--- src/rtl/drive_input_pkg.sv ---
// package: constants and carrier types for the input terminal command logic
package drive_input_pkg;
    // terminal function codes
    localparam logic [5:0] FUNC_START = 6'h12;  // 18
    localparam logic [5:0] FUNC_STOP = 6'h13;   // 19
    localparam logic [5:0] FUNC_DIR = 6'h14;    // 20
    localparam logic [5:0] FUNC_PID = 6'h15;    // 21
    localparam logic [5:0] FUNC_INT_CLR = 6'h16; // 22
    localparam logic [5:0] FUNC_UP = 6'h18;     // 24
    localparam logic [5:0] FUNC_DOWN = 6'h19;   // 25
    localparam logic [5:0] FUNC_TRIM_CLR = 6'h1a; // 26
    localparam logic [5:0] FUNC_LOCAL = 6'h1b;  // 27
    localparam logic [5:0] FUNC_REMOTE = 6'h1c; // 28
    localparam logic [5:0] FUNC_LIM_SEL0 = 6'h1e; // 30
    localparam logic [5:0] FUNC_LIM_SEL1 = 6'h1f; // 31
    // command source codes, torque mode and trim memory selects
    localparam logic [1:0] FREQ_SRC_POT = 2'h0;
    localparam logic [1:0] FREQ_SRC_TERM = 2'h1;
    localparam logic [1:0] FREQ_SRC_OPER = 2'h2;
    localparam logic [1:0] RUN_SRC_TERM = 2'h1;
    localparam logic [1:0] RUN_SRC_OPER = 2'h2;
    localparam logic TRQ_MODE_TERMINAL = 1'h1;
    localparam logic TRIM_KEEP = 1'h1;
    // torque limit in percent when limiting is released
    localparam logic [7:0] TORQUE_MAX_PCT = 8'hc8; // 200 %
    // ramp time in 0.1 s units
    localparam logic [15:0] RAMP_DEFAULT = 16'h012c; // 30.0 s
    // frequency trim step tick
    localparam int TRIM_TICK_US = 1000;
    localparam int CLK_MHZ = 40;
    localparam int TRIM_TICK_CYCLES = TRIM_TICK_US * CLK_MHZ;

    // terminal function levels straight from the pins, active high
    typedef struct packed {
        logic start;
        logic stop;
        logic dir;
        logic fwd;
        logic rev;
        logic pid_dis;
        logic int_clr;
        logic up;
        logic down;
        logic trim_clr;
        logic oper;
        logic local_force;
        logic remote_force;
        logic limit_en;
        logic lim_sel0;
        logic lim_sel1;
        logic [2:0] ramp_sel;
        logic p_only;
    } term_t;

    // which functions are assigned to a terminal
    typedef struct packed {
        logic start;
        logic stop;
        logic dir;
        logic limit_en;
    } assign_t;
endpackage

--- src/rtl/trim_store.sv ---
// trim store: retained up/down frequency memory with registered read data
module trim_store #(
    parameter int WIDTH = 16
) (
    input wire logic i_core_clk,
    input wire logic i_resetn,
    input wire logic i_wr,
    input wire logic [WIDTH-1:0] i_data,
    output logic [WIDTH-1:0] o_data
);
    logic [WIDTH-1:0] mem;

    // holder survives core reset; power loss handled by the caller's choice
    always_ff @(posedge i_core_clk) begin
        if (i_wr) begin
            mem <= i_data;
        end
    end

    // registered read
    always_ff @(posedge i_core_clk or negedge i_resetn) begin
        if (!i_resetn) begin
            o_data <= '0;
        end else begin
            o_data <= mem;
        end
    end
endmodule

--- src/rtl/drive_input_terminal_functions.sv ---
// drive command logic driven by multi-function input terminals
// Function
// - three-wire needs start, stop, direction all assigned
// - assigned stop disables maintained forward/reverse
// - pid disable terminal on turns PID_DISABLE_INPUT off
// - integral clear rising edge zeroes integral
// - up raises, down lowers, none holds
// - trimming only with frequency source 01/02
// - ignore trim under analog command or jog
// - trimming ramps with standard accel/decel times
// - memory 0 restores base, 1 keeps trim
// - trim clear edge restores base frequency
// - override takes frequency and run from panel
// - override change while running stops motor
// - terminal mode picks quadrant limit by selectors
// - enable off gives 200 percent; unassigned uses the quadrant limits
// - ramp select code picks pair 1..7
// - local/remote force sets command sources
// - both forces on cancels forcing
// - speed regulator switches P or PI
module drive_input_terminal_functions
    import drive_input_pkg::*;
#(
    parameter int FREQ_W = 16,
    parameter int TICK_CYCLES = TRIM_TICK_CYCLES
) (
    input wire logic i_core_clk,
    input wire logic i_resetn,
    input wire drive_input_pkg::term_t i_term,
    input wire drive_input_pkg::assign_t i_assigned,
    input wire logic [1:0] i_freq_src,
    input wire logic [1:0] i_run_src,
    input wire logic i_multi_speed,
    input wire logic i_analog_cmd,
    input wire logic i_jog,
    input wire logic i_trim_keep,
    input wire logic i_power_up,
    input wire logic [FREQ_W-1:0] i_base_freq,
    input wire logic [FREQ_W-1:0] i_max_freq,
    input wire logic [FREQ_W-1:0] i_trim_step,
    input wire logic i_trq_mode,
    input wire logic [31:0] i_quad_limits,
    input wire logic i_regen,
    input wire logic [15:0] i_std_accel,
    input wire logic [15:0] i_std_decel,
    input wire logic [223:0] i_ramp_pairs,
    input wire logic i_panel_run,
    input wire logic i_panel_dir,
    input wire logic [FREQ_W-1:0] i_panel_freq,
    input wire logic i_running,
    output logic o_run,
    output logic o_reverse,
    output logic o_three_wire,
    output logic o_pid_enable,
    output logic o_integral_clear,
    output logic [FREQ_W-1:0] o_freq,
    output logic o_freq_from_panel,
    output logic [1:0] o_eff_freq_src,
    output logic [1:0] o_eff_run_src,
    output logic [7:0] o_torque_limit,
    output logic [15:0] o_accel,
    output logic [15:0] o_decel,
    output logic o_p_only,
    output logic o_override_stop
);
    import drive_input_pkg::*;

    term_t t_meta;
    term_t t;
    term_t t_q;
    logic three_wire;
    logic trim_allowed;
    logic [FREQ_W-1:0] trim_freq;
    logic [FREQ_W-1:0] stored_freq;
    logic store_wr;
    logic restore_pend;
    logic [$clog2(TICK_CYCLES+1)-1:0] tick_cnt;
    logic tick;
    logic stop_latch;
    logic run_cmd;
    logic [1:0] next_freq_src;
    logic [1:0] next_run_src;

    // pick a 16-bit ramp time pair member out of the packed table
    function automatic logic [15:0] ramp_of(input logic [223:0] tbl, input logic [2:0] code,
                                            input logic decel);
        logic [7:0] idx;
        idx = 8'(({5'h0, code} - 8'h1) * 8'h2 + {7'h0, decel});
        return tbl[idx*16 +: 16];
    endfunction

    // terminal pins pass two flip-flops
    always_ff @(posedge i_core_clk or negedge i_resetn) begin
        if (!i_resetn) begin
            t_meta <= '0;
            t <= '0;
            t_q <= '0;
        end else begin
            t_meta <= i_term;
            t <= t_meta;
            t_q <= t;
        end
    end

    // three-wire only with all three functions assigned
    assign three_wire = i_assigned.start && i_assigned.stop && i_assigned.dir;

    // trim gating by source, analog and jog
    assign trim_allowed = ((i_freq_src == FREQ_SRC_OPER) ||
                           (i_freq_src == FREQ_SRC_TERM && i_multi_speed)) &&
                          !i_analog_cmd && !i_jog;

    // forced command sources
    always_comb begin
        next_freq_src = i_freq_src;
        next_run_src = i_run_src;
        if (t.local_force && !t.remote_force) begin
            next_freq_src = FREQ_SRC_POT;
            next_run_src = RUN_SRC_OPER;
        end else if (t.remote_force && !t.local_force) begin
            next_freq_src = FREQ_SRC_TERM;
            next_run_src = RUN_SRC_TERM;
        end
        // both on leaves the configured sources untouched
    end

    always_ff @(posedge i_core_clk or negedge i_resetn) begin
        if (!i_resetn) begin
            o_eff_freq_src <= 2'h0;
            o_eff_run_src <= 2'h0;
        end else begin
            o_eff_freq_src <= next_freq_src;
            o_eff_run_src <= next_run_src;
        end
    end

    // three-wire latch: start sets, open stop clears
    always_ff @(posedge i_core_clk or negedge i_resetn) begin
        if (!i_resetn) begin
            stop_latch <= 1'b0;
        end else if (!three_wire || !t.stop) begin
            stop_latch <= 1'b0;
        end else if (t.start) begin
            stop_latch <= 1'b1;
        end
    end

    // run command selection; stop assignment mutes forward/reverse
    always_comb begin
        if (t.oper) begin
            run_cmd = i_panel_run;
        end else if (i_assigned.stop) begin
            run_cmd = three_wire && stop_latch;
        end else begin
            run_cmd = t.fwd ^ t.rev;
        end
    end

    // override change while running stops until fresh run command
    always_ff @(posedge i_core_clk or negedge i_resetn) begin
        if (!i_resetn) begin
            o_override_stop <= 1'b0;
        end else if (t.oper != t_q.oper && i_running) begin
            o_override_stop <= 1'b1;
        end else if (!run_cmd) begin
            o_override_stop <= 1'b0;
        end
    end

    // run and direction outputs
    always_ff @(posedge i_core_clk or negedge i_resetn) begin
        if (!i_resetn) begin
            o_run <= 1'b0;
            o_reverse <= 1'b0;
            o_three_wire <= 1'b0;
        end else begin
            o_run <= run_cmd && !o_override_stop && !(t.oper != t_q.oper && i_running);
            o_three_wire <= three_wire;
            if (t.oper) begin
                o_reverse <= i_panel_dir;
            end else if (three_wire) begin
                o_reverse <= t.dir;
            end else begin
                o_reverse <= t.rev && !t.fwd && !i_assigned.stop;
            end
        end
    end

    // PID_DISABLE_INPUT enable and integral clear pulse
    always_ff @(posedge i_core_clk or negedge i_resetn) begin
        if (!i_resetn) begin
            o_pid_enable <= 1'b1;
            o_integral_clear <= 1'b0;
            o_p_only <= 1'b0;
        end else begin
            o_pid_enable <= !t.pid_dis;
            o_integral_clear <= t.int_clr && !t_q.int_clr;
            o_p_only <= t.p_only;
        end
    end

    // trim step tick divider
    always_ff @(posedge i_core_clk or negedge i_resetn) begin
        if (!i_resetn) begin
            tick_cnt <= '0;
            tick <= 1'b0;
        end else if (tick_cnt == ($bits(tick_cnt))'(TICK_CYCLES - 1)) begin
            tick_cnt <= '0;
            tick <= 1'b1;
        end else begin
            tick_cnt <= tick_cnt + 1'b1;
            tick <= 1'b0;
        end
    end

    // retained trim value
    trim_store #(
        .WIDTH(FREQ_W)
    ) u_trim_store (
        .i_core_clk(i_core_clk),
        .i_resetn(i_resetn),
        .i_wr(store_wr),
        .i_data(trim_freq),
        .o_data(stored_freq)
    );

    assign store_wr = !restore_pend;

    // trimmed setpoint: power-up restore, clear, up/down stepping
    always_ff @(posedge i_core_clk or negedge i_resetn) begin
        if (!i_resetn) begin
            trim_freq <= '0;
            restore_pend <= 1'b1;
        end else if (restore_pend) begin
            if (!i_power_up) begin
                // wait for i_power_up to drop before taking the stored value
                restore_pend <= 1'b0;
                trim_freq <= (i_trim_keep == TRIM_KEEP) ? stored_freq : i_base_freq;
            end
        end else if (t.trim_clr && !t_q.trim_clr) begin
            trim_freq <= i_base_freq;
        end else if (trim_allowed && tick) begin
            if (t.up && !t.down && trim_freq <= i_max_freq - i_trim_step) begin
                trim_freq <= trim_freq + i_trim_step;
            end else if (t.down && !t.up && trim_freq >= i_trim_step) begin
                trim_freq <= trim_freq - i_trim_step;
            end
        end
    end

    // output frequency: panel override or trimmed setpoint
    always_ff @(posedge i_core_clk or negedge i_resetn) begin
        if (!i_resetn) begin
            o_freq <= '0;
            o_freq_from_panel <= 1'b0;
        end else begin
            o_freq_from_panel <= t.oper;
            o_freq <= t.oper ? i_panel_freq : trim_freq;
        end
    end

    // torque limit by quadrant selectors and enable
    always_ff @(posedge i_core_clk or negedge i_resetn) begin
        if (!i_resetn) begin
            o_torque_limit <= TORQUE_MAX_PCT;
        end else if (i_assigned.limit_en && !t.limit_en) begin
            o_torque_limit <= TORQUE_MAX_PCT;
        end else if (i_trq_mode == TRQ_MODE_TERMINAL) begin
            o_torque_limit <= i_quad_limits[{t.lim_sel1, t.lim_sel0}*8 +: 8];
        end else begin
            // selectors ignored: direction and regen pick the quadrant
            o_torque_limit <= i_quad_limits[{o_reverse, i_regen}*8 +: 8];
        end
    end

    // ramp times: standard while trimming or code zero
    always_ff @(posedge i_core_clk or negedge i_resetn) begin
        if (!i_resetn) begin
            o_accel <= RAMP_DEFAULT;
            o_decel <= RAMP_DEFAULT;
        end else if ((t.up || t.down) && trim_allowed) begin
            o_accel <= i_std_accel;
            o_decel <= i_std_decel;
        end else if (t.ramp_sel == 3'h0) begin
            o_accel <= i_std_accel;
            o_decel <= i_std_decel;
        end else begin
            o_accel <= ramp_of(i_ramp_pairs, t.ramp_sel, 1'b0);
            o_decel <= ramp_of(i_ramp_pairs, t.ramp_sel, 1'b1);
        end
    end
endmodule

--- config.mk ---
export PLATFORM = sky130hd
export DESIGN_NAME = drive_input_terminal_functions
export DESIGN_NICKNAME = d
export VERILOG_FILES = /design/src/rtl/drive_input_pkg.sv /design/src/rtl/trim_store.sv /design/src/rtl/drive_input_terminal_functions.sv
export SDC_FILE = /design/constraint.sdc
export NUM_CORES = 1
export LEC_CHECK = 0
export BUFFER_PORTS_ARGS = -buffer_cell sky130_fd_sc_hd__buf_2
export CAP_MARGIN = 10
export CORE_AREA = 2 2 180 182
export DETAILED_ROUTE_END_ITERATION = 10
export DIE_AREA = 0 0 182 184
export SYNTH_ARGS = -nofsm -noshare
export SYNTH_HDL_FRONTEND = slang
export SYNTH_HIERARCHICAL = 1
export SYNTH_SLANG_ARGS = --single-unit
export TNS_END_PERCENT = 100
--- constraint.sdc ---
create_clock -name i_core_clk -period 2.6 [get_ports i_core_clk]
set_input_delay 0.13 -clock i_core_clk [delete_from_list [all_inputs] [get_ports i_core_clk]]
set_output_delay 0.13 -clock i_core_clk [all_outputs]
set_load 0.03 [all_outputs]
# After elaboration in Yosys (flattened, before gate mapping)
# Cells that the tools add are included.
[word_totals] regBits=177 wordCells=154
[classes] n_addsub=6 n_lt_le_gt_ge=2 n_eq_ne=6 shift=4 muxes=30 bitwise=1 n_reduce_logical=46
[ops] op="224-bit by 13-bit variable part select with 16-bit output" n=2
[ops] op="16-bit two-way mux" n=13
[ops] op="32-bit by 6-bit variable part select with 8-bit output" n=2
[ops] op="16-bit subtractor" n=2
[ops] op="1-bit logical AND" n=22
[ops] op="16-bit by 1-bit adder with 16-bit output, second input constant" n=1
[ops] op="16-bit adder" n=1
[ops] op="16-bit equality test, second input constant" n=1
[ops] op="16-bit >= comparator" n=1
[ops] op="16-bit <= comparator" n=1
[ops] op="1-bit zero test" n=16
[ops] op="8-bit two-way mux" n=2
[ops] op="1-bit two-way mux" n=11
[ops] op="2-bit two-way mux" n=4
[ops] op="5-bit by 2-bit adder with 6-bit output, second input constant" n=1
[ops] op="4-bit nonzero test" n=1
[ops] op="3-bit by 1-bit subtractor with 4-bit output, second input constant" n=1
[ops] op="3-bit zero test" n=1
[ops] op="1-bit logical OR" n=3
[ops] op="3-bit AND reduction" n=1
[ops] op="3-bit nonzero test" n=1
[ops] op="2-bit by 1-bit equality test with 1-bit output, second input constant" n=1
[ops] op="2-bit equality test, second input constant" n=1
[ops] op="2-bit by 1-bit inequality test with 1-bit output, second input constant" n=1
[ops] op="4 further kinds" n=4

# Longest topological paths before layout
[depth] ltp_word=9 depth_mapped=24 mapped_depth_nobuf=22

# By module
# The synthesis kept the hierarchy.
[modules_own_cells] mod="drive_input_terminal_functions" n_inst=1 cells_per_inst=985 area_each_um2=9908.3
[modules_own_cells] mod="trim_store" n_inst=1 cells_per_inst=32 area_each_um2=880.8

# Least setup slack after synthesis
# No wires, ideal clock.
[synth_timing] path_kind="input to register" startpoint="in i_max_freq[0]" endpoint="reg trim_freq[15]" arrival_time_ps=4164 t_required_ps=2474 slack_ps=-1690 path_stages=21 path_buffers=0 cell_sequence="inv_1 > ha_1 > fa_1 > nor2b_1 > o21ai_0 > a21boi_0 > o21a_1 > o22a_1 > nand3_1 > a21boi_0 > o41ai_1 > xor2_1 > ha_1 > nand4_1 > nor4_2 > nand4_2 > and2_4 > o41a_1 > xor2_1 > o21ai_2 > a221o_1"
[synth_between] elab_chain_cells=7 elab_cells_between_ends=9 cone_classes="add/sub (1); order compare (1); mux (4); reduce/logical (3)"
[synth_lines] element="start: declaration" line_no="drive_input_terminal_functions.sv:39" rtl="input wire logic [FREQ_W-1:0] i_max_freq,"
[synth_lines] element="16-bit subtractor (*)" line_no="drive_input_terminal_functions.sv:243" rtl="if (t.up && !t.down && trim_freq <= i_max_freq - i_trim_step) begin"
[synth_lines] element="16-bit <= comparator (*)" line_no="drive_input_terminal_functions.sv:243"
[synth_lines] element="1-bit logical AND (*)" line_no="drive_input_terminal_functions.sv:243"
[synth_lines] element="16-bit two-way mux" line_no="drive_input_terminal_functions.sv:243"
[synth_lines] element="16-bit two-way mux" line_no="drive_input_terminal_functions.sv:242" rtl="end else if (trim_allowed && tick) begin"
[synth_lines] element="16-bit two-way mux" line_no="drive_input_terminal_functions.sv:240" rtl="end else if (t.trim_clr && !t_q.trim_clr) begin"
[synth_lines] element="16-bit two-way mux" line_no="drive_input_terminal_functions.sv:234" rtl="end else if (restore_pend) begin"
[synth_lines] element="end signal: assignment" line_no="drive_input_terminal_functions.sv:241" rtl="trim_freq <= i_base_freq;"
[synth_lines] element="end signal: assignment" line_no="drive_input_terminal_functions.sv:244" rtl="trim_freq <= trim_freq + i_trim_step;"
[synth_lines] element="end signal: assignment" line_no="drive_input_terminal_functions.sv:246" rtl="trim_freq <= trim_freq - i_trim_step;"
[synth_lines] element="end: declaration" line_no="drive_input_terminal_functions.sv:73" rtl="logic [FREQ_W-1:0] trim_freq;"
# Mark *: on every way between the ends. The rest lies on a longest branch, timed or not. The select of a mux whose other input is x is not followed.
# A chain may end at the register's enable or synchronous reset.

# Worst setup path in the final report
[layout_timing] startpoint="in i_max_freq[0]" endpoint="reg trim_freq[9]"
# Same word-level chain as after synthesis.

==> metrics.md <==
| Metric | Value |
|---|---|
| Outcome | `finished with violations` |
| Violated checks | `negative setup slack` |
| Largest family of logic cells by synthesized area | `compound AO/OA/AOI/OAI gates` |
| Largest area contributor in the synthesized netlist | `dfrtp_1` |
| Reg2Reg Depth | `13` |
| Register area share after synthesis | `0.419` |
| P&R area growth vs syn | `53.9%` |
| Mean post-synth cell area | `approximately 11 um^2` |
| Synth Area in Compound Gates | `0.161` |
| Slew @ Worst Pin | `0.708 ns` |
| Mux share of post-synthesis cell area | `0.154` |
| Worst path buffer plus inverter count | `5` |
| HPWL Detailed | `33400 um` |
| Initial antenna violation count | `13` |
| Worst min path class | `in -> reg` |
| Xor/xnor cell area share of the yosys netlist | `0.0349` |
| Clk sinks | `~180` |
| Fmax | `around 0.27 GHz` |
| Final hold violation count | `0` |
| Std-Cell Rows | `65` |
| Count leader, synth | `dfrtp_1` |
| Die area | `about 33000 um^2` |
| Placer congestion estimate | `0.883` |
| Final Skew | `0.0160 ns` |
| Worst-path clk slew | `~0.080 ns` |
| TritonCTS clock tree | `built` |
| Root buffer cell | `clkbuf_16` |
| Final wirelength | `41800 um` |
| Initial DRC Count | `478` |
| Dpl cell area | `roughly 15000 um^2` |
| Layout cell share with drive strength beyond 1 | `0.470` |
| Total Routing Usage GR | `0.245` |
| Max cap viols | `0` |
| Setup ws final | `-1.12 ns` |
| Clock Latency Late Sink | `around 0.44 ns` |
| TritonRoute pass-1 iters | `5` |
| Final Non-Filler Cells | `2134` |
| Yosys reg bits | `approximately 180` |
| DRC viols | `0` |
| Finished Core Util | `0.529` |
| Distinct cells, synth | `between 70 and 80` |
| Ys Warns | `6` |
| Synthesized Nets | `1478` |
| Post-synth EDFFs | `16` |
| Vias in the first global route | `11200` |
| Die H | `184 um` |
| PortBufs | `459` |
| Post-placement cell count | `2000` |
| Max Root-Sink Buffers | `2` |
| Mapped Cells | `between 1000 and 1500` |
| Worst setup SP type | `input port` |
| Area share of and/or/nand/nor cells after synthesis | `0.110` |
| Worst slack at placement | `-1.78 ns` |
| Starting Density | `0.344` |
| Worst vdd ir | `around 540 uV` |
| Hold Slack | `~0.068 ns` |
| Final ANT Viol Nets | `0` |
| Critical path type | `in -> reg` |
| Power Density | `roughly 740 nW/um^2` |
| Leakage | `8.07 nW` |
| Fin crit period | `~3.7 ns` |
| Primary FF master, synth | `dfrtp_1` |
| Top delay family on crit path | `compound AO/OA/AOI/OAI gates` |
| Cts bufs inserted | `17` |
| Synth area leaders | `dfrtp_1 (34%), mux4_2 (8.3%), ha_1 (7.7%)` |
| Period utilisation layout | `1.43` |
| Max Slew Vio Count | `0` |
| Overflow after GRT | `0` |
| Worst endpoint required time | `~3 ns` |
| Die W | `around 180 um` |
| Worst hold path cell count | `3` |
| Setup repair after global routing missed its margin | `yes` |
| # setup viols final | `16` |
| Commonest cells post-synth | `dfrtp_1 (148), nand2_1 (101), o21ai_0 (99)` |
| DR vias/cell | `between 5 and 6` |
| Core ar. | `~31000 um^2` |
| Synthesized area | `~11000 um^2` |
| Detailed-route wire length per cell | `between 15 and 20 um` |
| CTS H-Tree Depth | `4` |
| IO Pins | `460` |
| Worst-path cell chain | `buf_8 -> inv_8 -> ha_4 -> fa_2 -> nor2b_1 -> o21ai_1 -> a21boi_1 -> o21a_1 -> o22a_1 -> nand3_2 -> a21boi_2 -> o41ai_2 -> xor2_1 -> ha_1 -> nand4_1 -> buf_4 -> nor4_4 -> a221o_2 -> buf_6 -> nand2_8 -> nor3_4 -> o31ai_4 -> buf_12 -> mux2_4` |
| WP depth | `24` |
| Vias | `between 10000 and 15000` |
| Largest net degree at the start of global routing | `around 90` |
| Endpoint type of the worst setup path | `flop` |
| Share of the synthesized area in the top cell type | `0.343` |
| Nets | `roughly 2200` |
| Rel. slew slack | `0.528` |
| Crit-path slowest cell | `fa_2` |
| Ys async rst share | `0.910` |
| Final instance area | `about 17000 um^2` |
| Crit-path max cell delay | `around 0.35 ns` |
| Arr. time, crit path | `about 4.0 ns` |
| First-pass GRT wire length | `62200 um` |
| Synth Area in Adders | `0.0840` |
| Crit path max fanout | `7` |
==> layer usage <==
metal,part of all wire,global-route usage,up-vias
li1,-,-,5137
met1,0.39,0.287,5204
met5,0.00096,0,-
met3,0.055,0.0414,84
met2,0.52,0.452,434
met4,0.036,0.0868,6
==> worst register-to-register path: stages, from the launching register on <==
cell and delay, ns:
dfrtp_1 0.38, inv_1 0.07, ha_1 0.20, fa_1 0.42, nor2b_1 0.22, o21bai_1 0.15
a21oi_2 0.20, a21oi_1 0.15, a2111oi_2 0.38, buf_4 0.19, nor3_4 0.05, o31ai_4 0.34
buf_12 0.18, mux2_4 0.30
==> final timing paths <==
check	start	endpoint	slack, ns
setup / recovery	i_max_freq[0]	trim_freq[9]$_DFFE_PN0P_	-1.12
hold / removal	i_base_freq[4]	trim_freq[4]$_DFFE_PN0P_	0.07
setup reg to reg	trim_freq[0]$_DFFE_PN0P_	trim_freq[9]$_DFFE_PN0P_	-0.73
hold reg to reg	t_meta[18]$_DFF_PN0_	t[18]$_DFF_PN0_	0.34
max in group asynchronous	i_resetn	o_decel[3]$_DFF_PN1_	1.63
min in group asynchronous	i_resetn	o_freq[6]$_DFF_PN0_	0.13
==> placed cells by master, fill, tap and decap left out, drive strengths merged, types with 22 or more instances in the layout <==
| cell | Yosys | final |
|---|---|---|
| buf | 12 | 647 |
| dfrtp | 148 | 148 |
| o21ai | 103 | 103 |
| nand2 | 102 | 102 |
| dlygate4sd3 | 0 | 77 |
| ha | 66 | 66 |
| mux2i | 55 | 55 |
| a21oi | 53 | 53 |
| inv | 44 | 52 |
| nor2 | 50 | 50 |
| mux4 | 40 | 40 |
| o221ai | 32 | 32 |
| xor2 | 22 | 22 |
==> per-stage QoR <==
stage / TNS [ns] / power [mW]
floorplan: -18.74 / 6.72
global placement: -26.83 / 9.26
detailed placement: -27.43 / 9.31
CTS: -16.72 / 12.3
global route: -19.67 / 13.1
finish: -16.74 / 12.3
==> layout make-up <==
class,instances,area (um^2)
Clock buffer,17,425
Fill cell,2871,14800
Clock inverter,15,214
Antenna cell,10,25.0
Sequential cell,177,4530
Timing Repair Buffer,724,4630
Multi-Input combinational cell,744,6100
Inverter,45,176
Tap cell,402,503
==> what timing repair did <==
action / in CTS / in global routing
gates cloned: 1 / 0
endpoints found under the setup margin: 16 / 16
hold buffers: 77 / 0
setup buffers: 9 / 6
gates resized for setup: 38 / 14
hold endpoints to repair: 183 / 0
pin swaps: 38 / 14
==> where the power goes <==
group / switching, mW / internal, mW
Sequential: 0.277 / 3.40
Combinational: 3.10 / 2.85
Clock: 1.36 / 1.35
Total: 4.74 / 7.60
==> cell families after synthesis <==
| logic type | count (synthesis) |
|---|---|
| buffers and inverters | 96 |
| AND/OR/NAND/NOR | 248 |
| adder cells (fa/ha/maj) | 71 |
| flip-flops | 177 |
| AO/OA/AOI/OAI | 268 |
| multiplexers | 114 |
| XOR/XNOR | 43 |
==> flip-flops by register name (all words and copies together) (netlist names), 2 cells and up <==
register and cells:
u_trim_store/mem 16, o_accel 16, o_eff_run_src 2, tick_cnt 16
t_q 2, t 20, o_eff_freq_src 2, o_decel 16
u_trim_store/o_data 16, o_torque_limit 8, t_meta 20, o_freq 16
trim_freq 16
(Power assumes the default switching activity.)
